**src/hdl/tss_params.svh**
```systemverilog
// Register map, field positions, reset values and timing counts.
`ifndef TSS_PARAMS_SVH
`define TSS_PARAMS_SVH

// Register byte offsets.
`define TSS_OFS_POLARITY 8'h00
`define TSS_OFS_MODE 8'h04
`define TSS_OFS_BAUD 8'h08
`define TSS_OFS_LENGTH 8'h0c
`define TSS_OFS_REMAIN 8'h10
`define TSS_OFS_DATA 8'h14
`define TSS_OFS_SERVICE 8'h18
`define TSS_OFS_IRQ_STATUS 8'h1c
`define TSS_OFS_IRQ_CLEAR 8'h20
`define TSS_OFS_IRQ_ENABLE 8'h24

// Field positions.
`define TSS_MODE_DIR_BIT 0
`define TSS_MODE_SEQ_LSB 1
`define TSS_MODE_SEQ_MSB 2
`define TSS_SVC_BUSY_BIT 2
`define TSS_IRQ_DONE_BIT 0

// Encodings.
`define TSS_POL_FALLING 9'h08d
`define TSS_POL_RISING 9'h08e
`define TSS_SVC_START 2'h3

// Reset values.
`define TSS_RST_POLARITY 9'h08d
`define TSS_RST_BAUD 16'h0001
`define TSS_RST_LENGTH 16'h0010

// Timing.
`define TSS_MCLK_PERIOD_NS 5
`define TSS_TIMEBASE_NS 240
`define TSS_TIMEBASE_CYCLES (`TSS_TIMEBASE_NS / `TSS_MCLK_PERIOD_NS)
`define TSS_BAUD_MAX 16'h8000

`endif

```
**src/hdl/tss_pkg.sv**
```systemverilog
// Types shared by the timer serial shifter.
package tss_pkg;

  // Host sequence modes.
  typedef enum logic [1:0] {
    TSS_SEQ_CLOCK_ONLY = 2'h0,
    TSS_SEQ_OUTPUT = 2'h1,
    TSS_SEQ_INPUT = 2'h2,
    TSS_SEQ_BIDIR = 2'h3
  } tss_seq_t;

  // Transfer setup latched when a transfer starts.
  typedef struct packed {
    logic rising;
    logic msb_first;
    logic out_on;
    logic in_on;
    logic [15:0] half_ticks;
  } tss_cfg_t;

endpackage : tss_pkg

```
**src/hdl/tss_shifter.sv**
```systemverilog
// Timer serial shifter: serial clock, shift register and APB registers.
//
// Behaviour
// - 0x08d falling-edge valid, 0x08e rising-edge valid
// - Direction zero LSB first, one MSB first
// - Each clock phase lasts programmed timebase ticks, zero taken as one, capped at 0x8000
// - Copy length to counter, decrement, interrupt
// - Counter loaded from full 16-bit length
// - Out at one end, in at other
// - Output-only shifts zeros; clock-only still shifts
// - No realignment of shift data
// - Transfer runs alone, interrupt when finished
// - Drive after edge, sample after opposite
// - Sequence 00 clock, 01 out, 10 in, 11 both
`timescale 1ns/10ps
`default_nettype none
`include "tss_params.svh"

module tss_shifter
  import tss_pkg::*;
#(
  parameter int TIMEBASE_CYCLES = `TSS_TIMEBASE_CYCLES
) (
  // Clock and reset.
  input wire logic mclk,
  input wire logic reset,
  // APB slave.
  input wire logic psel,
  input wire logic penable,
  input wire logic pwrite,
  input wire logic [7:0] paddr,
  input wire logic [31:0] pwdata,
  output logic [31:0] prdata,
  output logic pready,
  output logic pslverr,
  // Serial link.
  output logic serial_clk,
  output logic serial_out,
  input wire logic serial_in,
  // Interrupt.
  output logic irq
);

  if (TIMEBASE_CYCLES < 1 || TIMEBASE_CYCLES > 65536) begin : g_bad_tb
    $error("TIMEBASE_CYCLES must lie between 1 and 65536");
  end

  // ----------------------------------------------------------------
  // Helpers
  // ----------------------------------------------------------------
  function automatic logic [31:0] zext16(input logic [15:0] v);
    zext16 = {16'h0000, v};
  endfunction : zext16

  // Zero is treated as one tick so the clock never stalls.
  function automatic logic [15:0] clamp_ticks(input logic [15:0] v);
    if (v == 16'h0000) begin
      clamp_ticks = 16'h0001;
    end else if (v > `TSS_BAUD_MAX) begin
      clamp_ticks = `TSS_BAUD_MAX;
    end else begin
      clamp_ticks = v;
    end
  endfunction : clamp_ticks

  // ----------------------------------------------------------------
  // Registers and state
  // ----------------------------------------------------------------
  typedef enum logic [1:0] {
    TSS_IDLE,
    TSS_LEAD,
    TSS_TRAIL
  } tss_state_t;

  tss_state_t state;
  tss_cfg_t cfg;
  logic [8:0] clock_polarity_config;
  logic shift_direction;
  logic [1:0] host_sequence_bits;
  logic [15:0] baud_half_cycle_ticks;
  logic [15:0] transfer_length;
  logic [15:0] bits_remaining;
  logic [15:0] shift_data;
  logic irq_status;
  logic irq_enable;
  logic [15:0] tick_count;
  logic [15:0] phase_ticks;
  logic in_meta;
  logic in_sync;
  logic in_bit;

  // ----------------------------------------------------------------
  // APB decode
  // ----------------------------------------------------------------
  wire logic wr_en = psel & penable & pwrite;
  wire logic hit_pol = paddr == `TSS_OFS_POLARITY;
  wire logic hit_mode = paddr == `TSS_OFS_MODE;
  wire logic hit_baud = paddr == `TSS_OFS_BAUD;
  wire logic hit_len = paddr == `TSS_OFS_LENGTH;
  wire logic hit_rem = paddr == `TSS_OFS_REMAIN;
  wire logic hit_data = paddr == `TSS_OFS_DATA;
  wire logic hit_svc = paddr == `TSS_OFS_SERVICE;
  wire logic hit_ist = paddr == `TSS_OFS_IRQ_STATUS;
  wire logic hit_icl = paddr == `TSS_OFS_IRQ_CLEAR;
  wire logic hit_ien = paddr == `TSS_OFS_IRQ_ENABLE;
  wire logic hit_any = hit_pol | hit_mode | hit_baud | hit_len |
                       hit_rem | hit_data | hit_svc | hit_ist |
                       hit_icl | hit_ien;
  wire logic busy = state != TSS_IDLE;
  wire logic start = wr_en & hit_svc & ~busy &
                     (pwdata[1:0] == `TSS_SVC_START);
  wire logic irq_clear = wr_en & hit_icl &
                         pwdata[`TSS_IRQ_DONE_BIT];

  assign pready = 1'b1;
  assign pslverr = psel & penable & ~hit_any;

  wire logic [31:0] mode_word = {29'h0, host_sequence_bits,
                                 shift_direction};
  wire logic [31:0] svc_word = {29'h0, busy, 2'h0};
  wire logic [31:0] rd_word =
    hit_pol ? {23'h0, clock_polarity_config} :
    hit_mode ? mode_word :
    hit_baud ? zext16(baud_half_cycle_ticks) :
    hit_len ? zext16(transfer_length) :
    hit_rem ? zext16(bits_remaining) :
    hit_data ? zext16(shift_data) :
    hit_svc ? svc_word :
    hit_ist ? {31'h0, irq_status} :
    hit_ien ? {31'h0, irq_enable} : 32'h0000_0000;

  always_ff @(posedge mclk) begin
    if (reset) begin
      prdata <= 32'h0000_0000;
    end else if (psel & ~penable & ~pwrite) begin
      prdata <= rd_word;
    end
  end

  // ----------------------------------------------------------------
  // Configuration registers
  // ----------------------------------------------------------------
  always_ff @(posedge mclk) begin
    if (reset) begin
      clock_polarity_config <= `TSS_RST_POLARITY;
      shift_direction <= 1'b0;
      host_sequence_bits <= TSS_SEQ_BIDIR;
      baud_half_cycle_ticks <= `TSS_RST_BAUD;
      transfer_length <= `TSS_RST_LENGTH;
      irq_enable <= 1'b0;
    end else if (wr_en) begin
      if (hit_pol) begin
        clock_polarity_config <= pwdata[8:0];
      end
      if (hit_mode) begin
        shift_direction <= pwdata[`TSS_MODE_DIR_BIT];
        host_sequence_bits <=
          pwdata[`TSS_MODE_SEQ_MSB:`TSS_MODE_SEQ_LSB];
      end
      if (hit_baud) begin
        baud_half_cycle_ticks <= pwdata[15:0];
      end
      if (hit_len) begin
        transfer_length <= pwdata[15:0];
      end
      if (hit_ien) begin
        irq_enable <= pwdata[`TSS_IRQ_DONE_BIT];
      end
    end
  end

  // ----------------------------------------------------------------
  // Timebase and input synchroniser
  // ----------------------------------------------------------------
  wire logic tick = tick_count == 16'(TIMEBASE_CYCLES - 1);

  always_ff @(posedge mclk) begin
    if (reset) begin
      tick_count <= 16'h0000;
    end else if (tick | ~busy) begin
      tick_count <= 16'h0000;
    end else begin
      tick_count <= tick_count + 16'h0001;
    end
  end

  always_ff @(posedge mclk) begin
    if (reset) begin
      in_meta <= 1'b0;
      in_sync <= 1'b0;
    end else begin
      in_meta <= serial_in;
      in_sync <= in_meta;
    end
  end

  // ----------------------------------------------------------------
  // Transfer sequencer
  // ----------------------------------------------------------------
  // Polarity and sequence are frozen at start, so register writes
  // during a transfer cannot glitch the clock.
  wire logic pol_rising =
    clock_polarity_config == `TSS_POL_RISING;
  wire logic phase_end = tick & (phase_ticks == cfg.half_ticks);
  wire logic lead_edge = (state == TSS_LEAD) & phase_end;
  wire logic trail_edge = (state == TSS_TRAIL) & phase_end;
  wire logic last_bit = bits_remaining == 16'h0001;
  wire logic empty_len = transfer_length == 16'h0000;
  wire logic fill_bit = cfg.in_on & in_bit;
  wire logic [15:0] next_shift = cfg.msb_first ?
    {shift_data[14:0], fill_bit} :
    {fill_bit, shift_data[15:1]};
  wire logic next_out = cfg.msb_first ? next_shift[15] : next_shift[0];
  wire logic first_out = shift_direction ? shift_data[15] :
                                           shift_data[0];
  wire logic done = trail_edge & last_bit;

  always_ff @(posedge mclk) begin
    if (reset) begin
      state <= TSS_IDLE;
      cfg <= '0;
      phase_ticks <= 16'h0001;
      bits_remaining <= 16'h0000;
    end else begin
      case (state)
        TSS_IDLE: begin
          if (start & ~empty_len) begin
            state <= TSS_LEAD;
            cfg.rising <= pol_rising;
            cfg.msb_first <= shift_direction;
            cfg.out_on <= host_sequence_bits[0];
            cfg.in_on <= host_sequence_bits[1];
            cfg.half_ticks <= clamp_ticks(baud_half_cycle_ticks);
            bits_remaining <= transfer_length;
            phase_ticks <= 16'h0001;
          end
        end
        TSS_LEAD: begin
          if (lead_edge) begin
            state <= TSS_TRAIL;
            phase_ticks <= 16'h0001;
          end else if (tick) begin
            phase_ticks <= phase_ticks + 16'h0001;
          end
        end
        TSS_TRAIL: begin
          if (trail_edge) begin
            bits_remaining <= bits_remaining - 16'h0001;
            phase_ticks <= 16'h0001;
            state <= last_bit ? TSS_IDLE : TSS_LEAD;
          end else if (tick) begin
            phase_ticks <= phase_ticks + 16'h0001;
          end
        end
        default: begin
          state <= TSS_IDLE;
        end
      endcase
    end
  end

  // ----------------------------------------------------------------
  // Shift register and serial pins
  // ----------------------------------------------------------------
  // Input passes a two-flop synchroniser, is captured on the valid edge and
  // entered at the shift edge, one clock phase later; the synchroniser and
  // that register stage together make up the servicing delay of this block.
  always_ff @(posedge mclk) begin
    if (reset) begin
      in_bit <= 1'b0;
    end else if (lead_edge) begin
      in_bit <= in_sync;
    end
  end

  always_ff @(posedge mclk) begin
    if (reset) begin
      shift_data <= 16'h0000;
    end else if (trail_edge) begin
      shift_data <= next_shift;
    end else if (wr_en & hit_data & ~busy) begin
      shift_data <= pwdata[15:0];
    end
  end

  // Idle level is the one before the valid edge: low for rising.
  always_ff @(posedge mclk) begin
    if (reset) begin
      serial_clk <= 1'b0;
    end else if (state == TSS_IDLE) begin
      serial_clk <= ~pol_rising;
    end else if (lead_edge) begin
      serial_clk <= cfg.rising;
    end else if (trail_edge) begin
      serial_clk <= ~cfg.rising;
    end
  end

  always_ff @(posedge mclk) begin
    if (reset) begin
      serial_out <= 1'b0;
    end else if (start & host_sequence_bits[0]) begin
      serial_out <= first_out;
    end else if (trail_edge & ~last_bit & cfg.out_on) begin
      serial_out <= next_out;
    end
  end

  // ----------------------------------------------------------------
  // Interrupt
  // ----------------------------------------------------------------
  wire logic done_event = done | (start & empty_len);

  always_ff @(posedge mclk) begin
    if (reset) begin
      irq_status <= 1'b0;
    end else if (done_event) begin
      irq_status <= 1'b1;
    end else if (irq_clear) begin
      irq_status <= 1'b0;
    end
  end

  assign irq = irq_status & irq_enable;

endmodule : tss_shifter
`default_nettype wire

```
**config.mk**
```make
export PLATFORM = sky130hd
export DESIGN_NAME = tss_shifter
export DESIGN_NICKNAME = d
export VERILOG_FILES = /design/src/hdl/tss_pkg.sv /design/src/hdl/tss_shifter.sv
export VERILOG_INCLUDE_DIRS = /design/src /design/src/hdl
export SDC_FILE = /design/constraint.sdc
export NUM_CORES = 1
export LEC_CHECK = 0
export BUFFER_PORTS_ARGS = -buffer_cell sky130_fd_sc_hd__buf_4
export CAP_MARGIN = 10
export CORE_MARGIN = 4
export CORE_UTILIZATION = 45
export CTS_CLUSTER_SIZE = 20
export DETAILED_ROUTE_END_ITERATION = 12
export GPL_TIMING_DRIVEN = 1
export PLACE_DENSITY = 0.73
export RECOVER_POWER = 100
export SLEW_MARGIN = 10
export SYNTH_ARGS = -nofsm -noshare
export SYNTH_HDL_FRONTEND = slang
export SYNTH_SLANG_ARGS = --single-unit
export TNS_END_PERCENT = 1
```
**constraint.sdc**
```tcl
create_clock -name mclk -period 2.69 [get_ports mclk]
set_clock_uncertainty 0.05 [all_clocks]
set_input_delay 0.538 -clock mclk [delete_from_list [all_inputs] [get_ports mclk]]
set_output_delay 0.538 -clock mclk [all_outputs]
set_load 0.05 [all_outputs]
```
# After elaboration in Yosys (flattened, before gate mapping)
# Cells that the tools add are included.
# W data, S select, Z words.
# totals
regBits	169
word_cells	145
# op_classes
n_lt_le_gt_ge	1
eq_ne	19
bitwise_logic	42
add_sub_neg	3
n_reduce_logical	21
muxes	36
# op_table
cell	count
$mux W16	17
$pmux W16 S3	1
$add A16 B1 Y16 const B	2
$eq A8 B5 Y1 const B	4
$logic_not A16 Y1	2
$pmux W16 S2	1
$and A1 B1 Y1	23
$eq A16 B1 Y1 const B	1
$eq A16 B16 Y1	1
$eq A16 B6 Y1 const B	1
$eq A8 B4 Y1 const B	2
$eq A8 B6 Y1 const B	2
$gt A16 B16 Y1 const B	1
$sub A16 B1 Y16 const B	1
$reduce_and A2 Y1	7
$mux W1	12
$or A1 B1 Y1	11
$reduce_bool A2 Y1	5
$eq A9 B8 Y1 const B	1
$eq A8 B3 Y1 const B	1
$logic_not A8 Y1	1
$not A1 Y1	8
$mux W2	3
$ne A2 B2 Y1 const B	3
8 further kinds	11

# Longest topological paths before layout
# depth
ltp_word	12
mapped_depth	11
ltp_nobuf	8

# Worst setup path after synthesis
# OpenSTA, ideal clock, no wires.
# synth_path
path_type	input to register
startpoint	input paddr[7]
endpoint	register bits_remaining[8]
required_ns	2.523
setup_time_ns	0.117
path_buffers	1
t_arrival_ns	2.399
setup_slack_ns	0.124
stages	7
path_cell_list	or4b_4 nor4_4 a22o_1 buf_4 nor2_1 or4_1 a32o_1
# synth_between
elab_chain_len	7
# synth_lines
element	line_no	text
from (decl)	tss_shifter.sv:31	input wire logic [7:0] paddr,
$eq A8 B5 Y1 (no line)	-	
$and A1 B1 Y1 (3 in series)	tss_shifter.sv:110	wire logic start = wr_en & hit_svc & ~busy &
$and A1 B1 Y1	tss_shifter.sv:227	if (start & ~empty_len) begin
$ne A2 B2 Y1 (no line)	-	
$reduce_and A3 Y1 (no line)	-	
to (signal assigned)	tss_shifter.sv:234	bits_remaining <= transfer_length;
to (signal assigned)	tss_shifter.sv:248	bits_remaining <= bits_remaining - 16'h0001;
to (decl)	tss_shifter.sv:82	logic [15:0] bits_remaining;
# Every way passes these cells.
# A chain may end at the register's enable or synchronous reset.

# Worst setup path after layout
# layout_path
startpoint	register state[0]
endpoint	register bits_remaining[5]
# layout_between
elab_chain_len	7
elab_cells_between_ends	13
classes_between	eq/ne (3); mux (1); bitwise (5); reduce/logical (4)
# layout_lines
element	line_no	text
from (decl)	tss_shifter.sv:75	tss_state_t state;
from (signal assigned)	tss_shifter.sv:250	state <= last_bit ? TSS_IDLE : TSS_LEAD;
$reduce_bool A2 Y1	tss_shifter.sv:109	wire logic busy = state != TSS_IDLE;
$not A1 Y1	tss_shifter.sv:110	
$and A1 B1 Y1 (2 in series)	tss_shifter.sv:110	
$and A1 B1 Y1	tss_shifter.sv:227	
$ne A2 B2 Y1 (no line)	-	
$reduce_and A3 Y1 (no line)	-	
# Parallel ways exist; a longest one is shown, timed or not.

==> key figures <==
Critical path
  • Setup CP Type: flop to flop
  • Worst path arrival time: ~2800 ps
  • Reg2Reg Depth: 6
  • Startpoint types: flop
  • Critical-path cell list: inv_1 > ha_1 > inv_1 > clkbuf_2 > or4_1 > a31oi_1
  • Critical Path Start: state[0]
  • Worst r2r src: state[0]
  • Worst R2R End: bits_remaining[5]
  • Crit-path max FO: 16
  • Critical Path Sink: bits_remaining[5]
  • Worst EP required: ~3000 ps
  • Slowest cell on crit path: ha_1
  • CP max stage delay: 610 ps
  • Top cell by count, worst path: inv_1
  • R2R Setup Slk: 140 ps
  • Critical path capture point type: flop

Global route
  • First-pass GRT wire length: between 40000 and 50000 um
  • Largest net degree at the start of global routing: 51
  • GRT overflow: 0
  • Number of global-route vias before repair: 7608
  • Initial antenna violation count: 1
  • Total GRT Usage: 0.251

CTS
  • Reg clk slew, reported paths: approximately 60 ps
  • CTS Buffer Depth: 2
  • Htree depth: 4
  • CTS Hold Bufs: 0
  • Number of CTS-inserted buffers: 17
  • CTS tree: yes
  • Post-CTS Resized: 0
  • Clk Latency, worst-skew pair: 430 ps
  • Clk Tree Root Cell: clkbuf_16
  • Post-CTS Setup Inserts: 0
  • # clock sinks: 153

Timing
  • Max Fclk: 392 MHz
  • Fin Setup TNS: 0 ps
  • Final period util: 0.948
  • RSZ-0062 raised after global routing: no
  • Final Hold Vio Count: 0
  • Worst-Margin Slew: 1090 ps
  • Fin crit period: 2550 ps
  • Slew margin rel.: 0.271
  • Max-slew violations: 0
  • # setup viols final: 0

Floorplanning
  • Initial cell density of the core: 0.461
  • Core Rows: 48
  • Core ar.: 0.0174 mm2
  • Die X: 141 um
  • Die H: 141 um
  • Die area: 0.0200 mm2
  • Ports: 83

Cells and area
  • # fillers: 1668
  • Final Instance Area: just over 0.009 mm2
  • Area Growth Syn to Fin: 15.8%
  • Share of layout cells above drive strength 1: 0.118
  • ANT cells: 0
  • Nets@finish: 1117

Drt
  • Vias: 7911
  • Drt pass-1 iters: 5
  • Vias/cell: 6.08
  • Routed length per instance: 19.2 um
  • Antenna Violating Nets Remaining: 0
  • Detailed Route WL: between 20000 and 30000 um
  • Iter 0 DRT Violations: approximately 880
  • DRC: 0

Synth
  • Primary FF master, synth: dfxtp_1
  • Mapped Avg Cell Area: 8.03 um2
  • Post-Syn Instances: roughly 1000
  • Post-Syn Area: around 0.008 mm2
  • Seq/Total Area, Yosys: 0.383
  • Cell with the most instances after synthesis: dfxtp_1
  • #FFs+latches synth: 153
  • Synth top cells by count: 153 x dfxtp_1, 129 x nand2_1, 99 x a21oi_1, 79 x nor2_1, 56 x clkbuf_1
  • Post-synth ARST share: 0
  • Top cell type's share of synthesized area: 0.383
  • Ys Warns: 0
  • EDFF count, synth: 0
  • Synth unique cells: 66
  • Area leader, netlist: dfxtp_1
  • Synth area leaders: dfxtp_1 38%, mux2i_1 6.4%, a21oi_1 6.2%, nand2_1 6.1%, nor2_1 3.7%

Placement
  • Gp weighted congestion: just under 1
  • Port Buffers: 49
  • Placed Area: 0.00886 mm2
  • Detail Placement HPWL: 18100 um

Run status
  • Outcome: finished, final reports clean

Pwr
  • Peak supply drop: around 0.39 mV
  • P_leak: 3.29 nW
  • Pwr per Cell Area: 530 mW/mm2

Hold path
  • Hold Crit Class: primary input to flop

Run
  • Max Cap Viol: 0
-- how the worst min path moves through the flow --
stage | from | cells past startpoint | to | slack, ps
3_5_place_dp | prdata[11] | 2 | prdata[11] | 400
2_1_floorplan | in_meta | 1 | in_sync | 360
3_3_place_gp | in_meta | 1 | in_sync | 370
5_1_grt | serial_in | 2 | in_meta | 320
4_1_cts | serial_in | 2 | in_meta | 290
6_report | serial_in | 2 | in_meta | 290
-- power by group --
group          leakage [nW]  internal [W]  total (W)  switching [W]
Sequential             1.23       0.00228    0.00229     0.00000816
Clock                 0.266       0.00135    0.00231       0.000957
Combinational          1.79     0.0000816   0.000314       0.000232
Total                  3.29       0.00371    0.00491        0.00120
-- sequential cells by signal (all words and copies together) (netlist names) --
register	count
shift_direction	1
transfer_length	16
in_meta	1
state	2
bits_remaining	16
tick_count	16
in_bit	1
in_sync	1
host_sequence_bits	2
irq_enable	1
cfg	20
shift_data	16
phase_ticks	16
clock_polarity_config	9
serial_clk	1
irq_status	1
baud_half_cycle_ticks	16
prdata	16
serial_out	1
-- layout by cell type (no fill, tap or decap), drive strengths merged, types with 5 or more instances in the layout --
cell type,n
nor2b,20
nand4,18
nand2,129
xnor2,24
inv,22
nor4,20
mux2i,51
buf,75
ha,8
a211oi,33
dfxtp,153
o211ai,16
nor2,80
a22oi,15
a21oi,99
o31ai,6
nor3,21
or3,9
and3,11
and2,10
nand3,32
o21ai,44
a31oi,14
or4,5
nand4b,5
clkbuf,66
conb,17
-- cell families (layout without fill, tap and decap cells) --
kind of cell / count (synthesis) / after routing / synth area share
buffers and inverters: 106 / 171 / 0.0601
muxes: 53 / 53 / 0.0667
DFF: 153 / 153 / 0.383
other: 2 / 17 / 0.000939
and+or+nand+nor: 378 / 378 / 0.234
AOI/OAI and AO/OA: 268 / 268 / 0.212
xor gates and xnor gates: 28 / 28 / 0.0307
adders and majority gates: 8 / 8 / 0.0125
-- layer usage --
layer	part of all wire	up-vias	global-route usage	wire (um)
li1	-	3716	-	-
met1	0.43	3706	0.341	10800
met2	0.44	405	0.381	10900
met3	0.091	82	0.0627	2290
met4	0.038	2	0.106	948
met5	0.00076	-	0	19
-- worst max-delay path: cells and delay by family, from the launching register on --
family	cells	cell delay, ps
DFF	1	330
and+or+nand+nor	1	550
adders and majority gates	1	610
AOI/OAI and AO/OA	1	160
buffers and inverters	3	730
-- cell type report --
type | instances | area [um2] | share of cell area
flip-flops and latches | 153 | 3060 | 0.331
inverters | 21 | 78.8 | 0.00851
well taps | 225 | 282 | 0.0304
multi-input cells | 752 | 4500 | 0.486
repair buffers | 118 | 762 | 0.0823
clock buffers | 23 | 478 | 0.0516
clock inverters | 9 | 91.3 | 0.00986
-- per-stage QoR --
stage,utilization,cells,power (W),hold slack [ps],worst slack (ps)
after floorplan,-,1011,0.00255,364,124
after global placement,0.511,1269,0.00265,373,-52.4
after detailed placement,0.511,1269,0.00266,402,-87.3
after CTS,0.543,1301,0.00495,287,271
after global routing,0.533,1301,0.00506,316,30.0
final,0.533,1301,0.00491,293,140
Note: power is estimated with default switching activity, not from simulation.
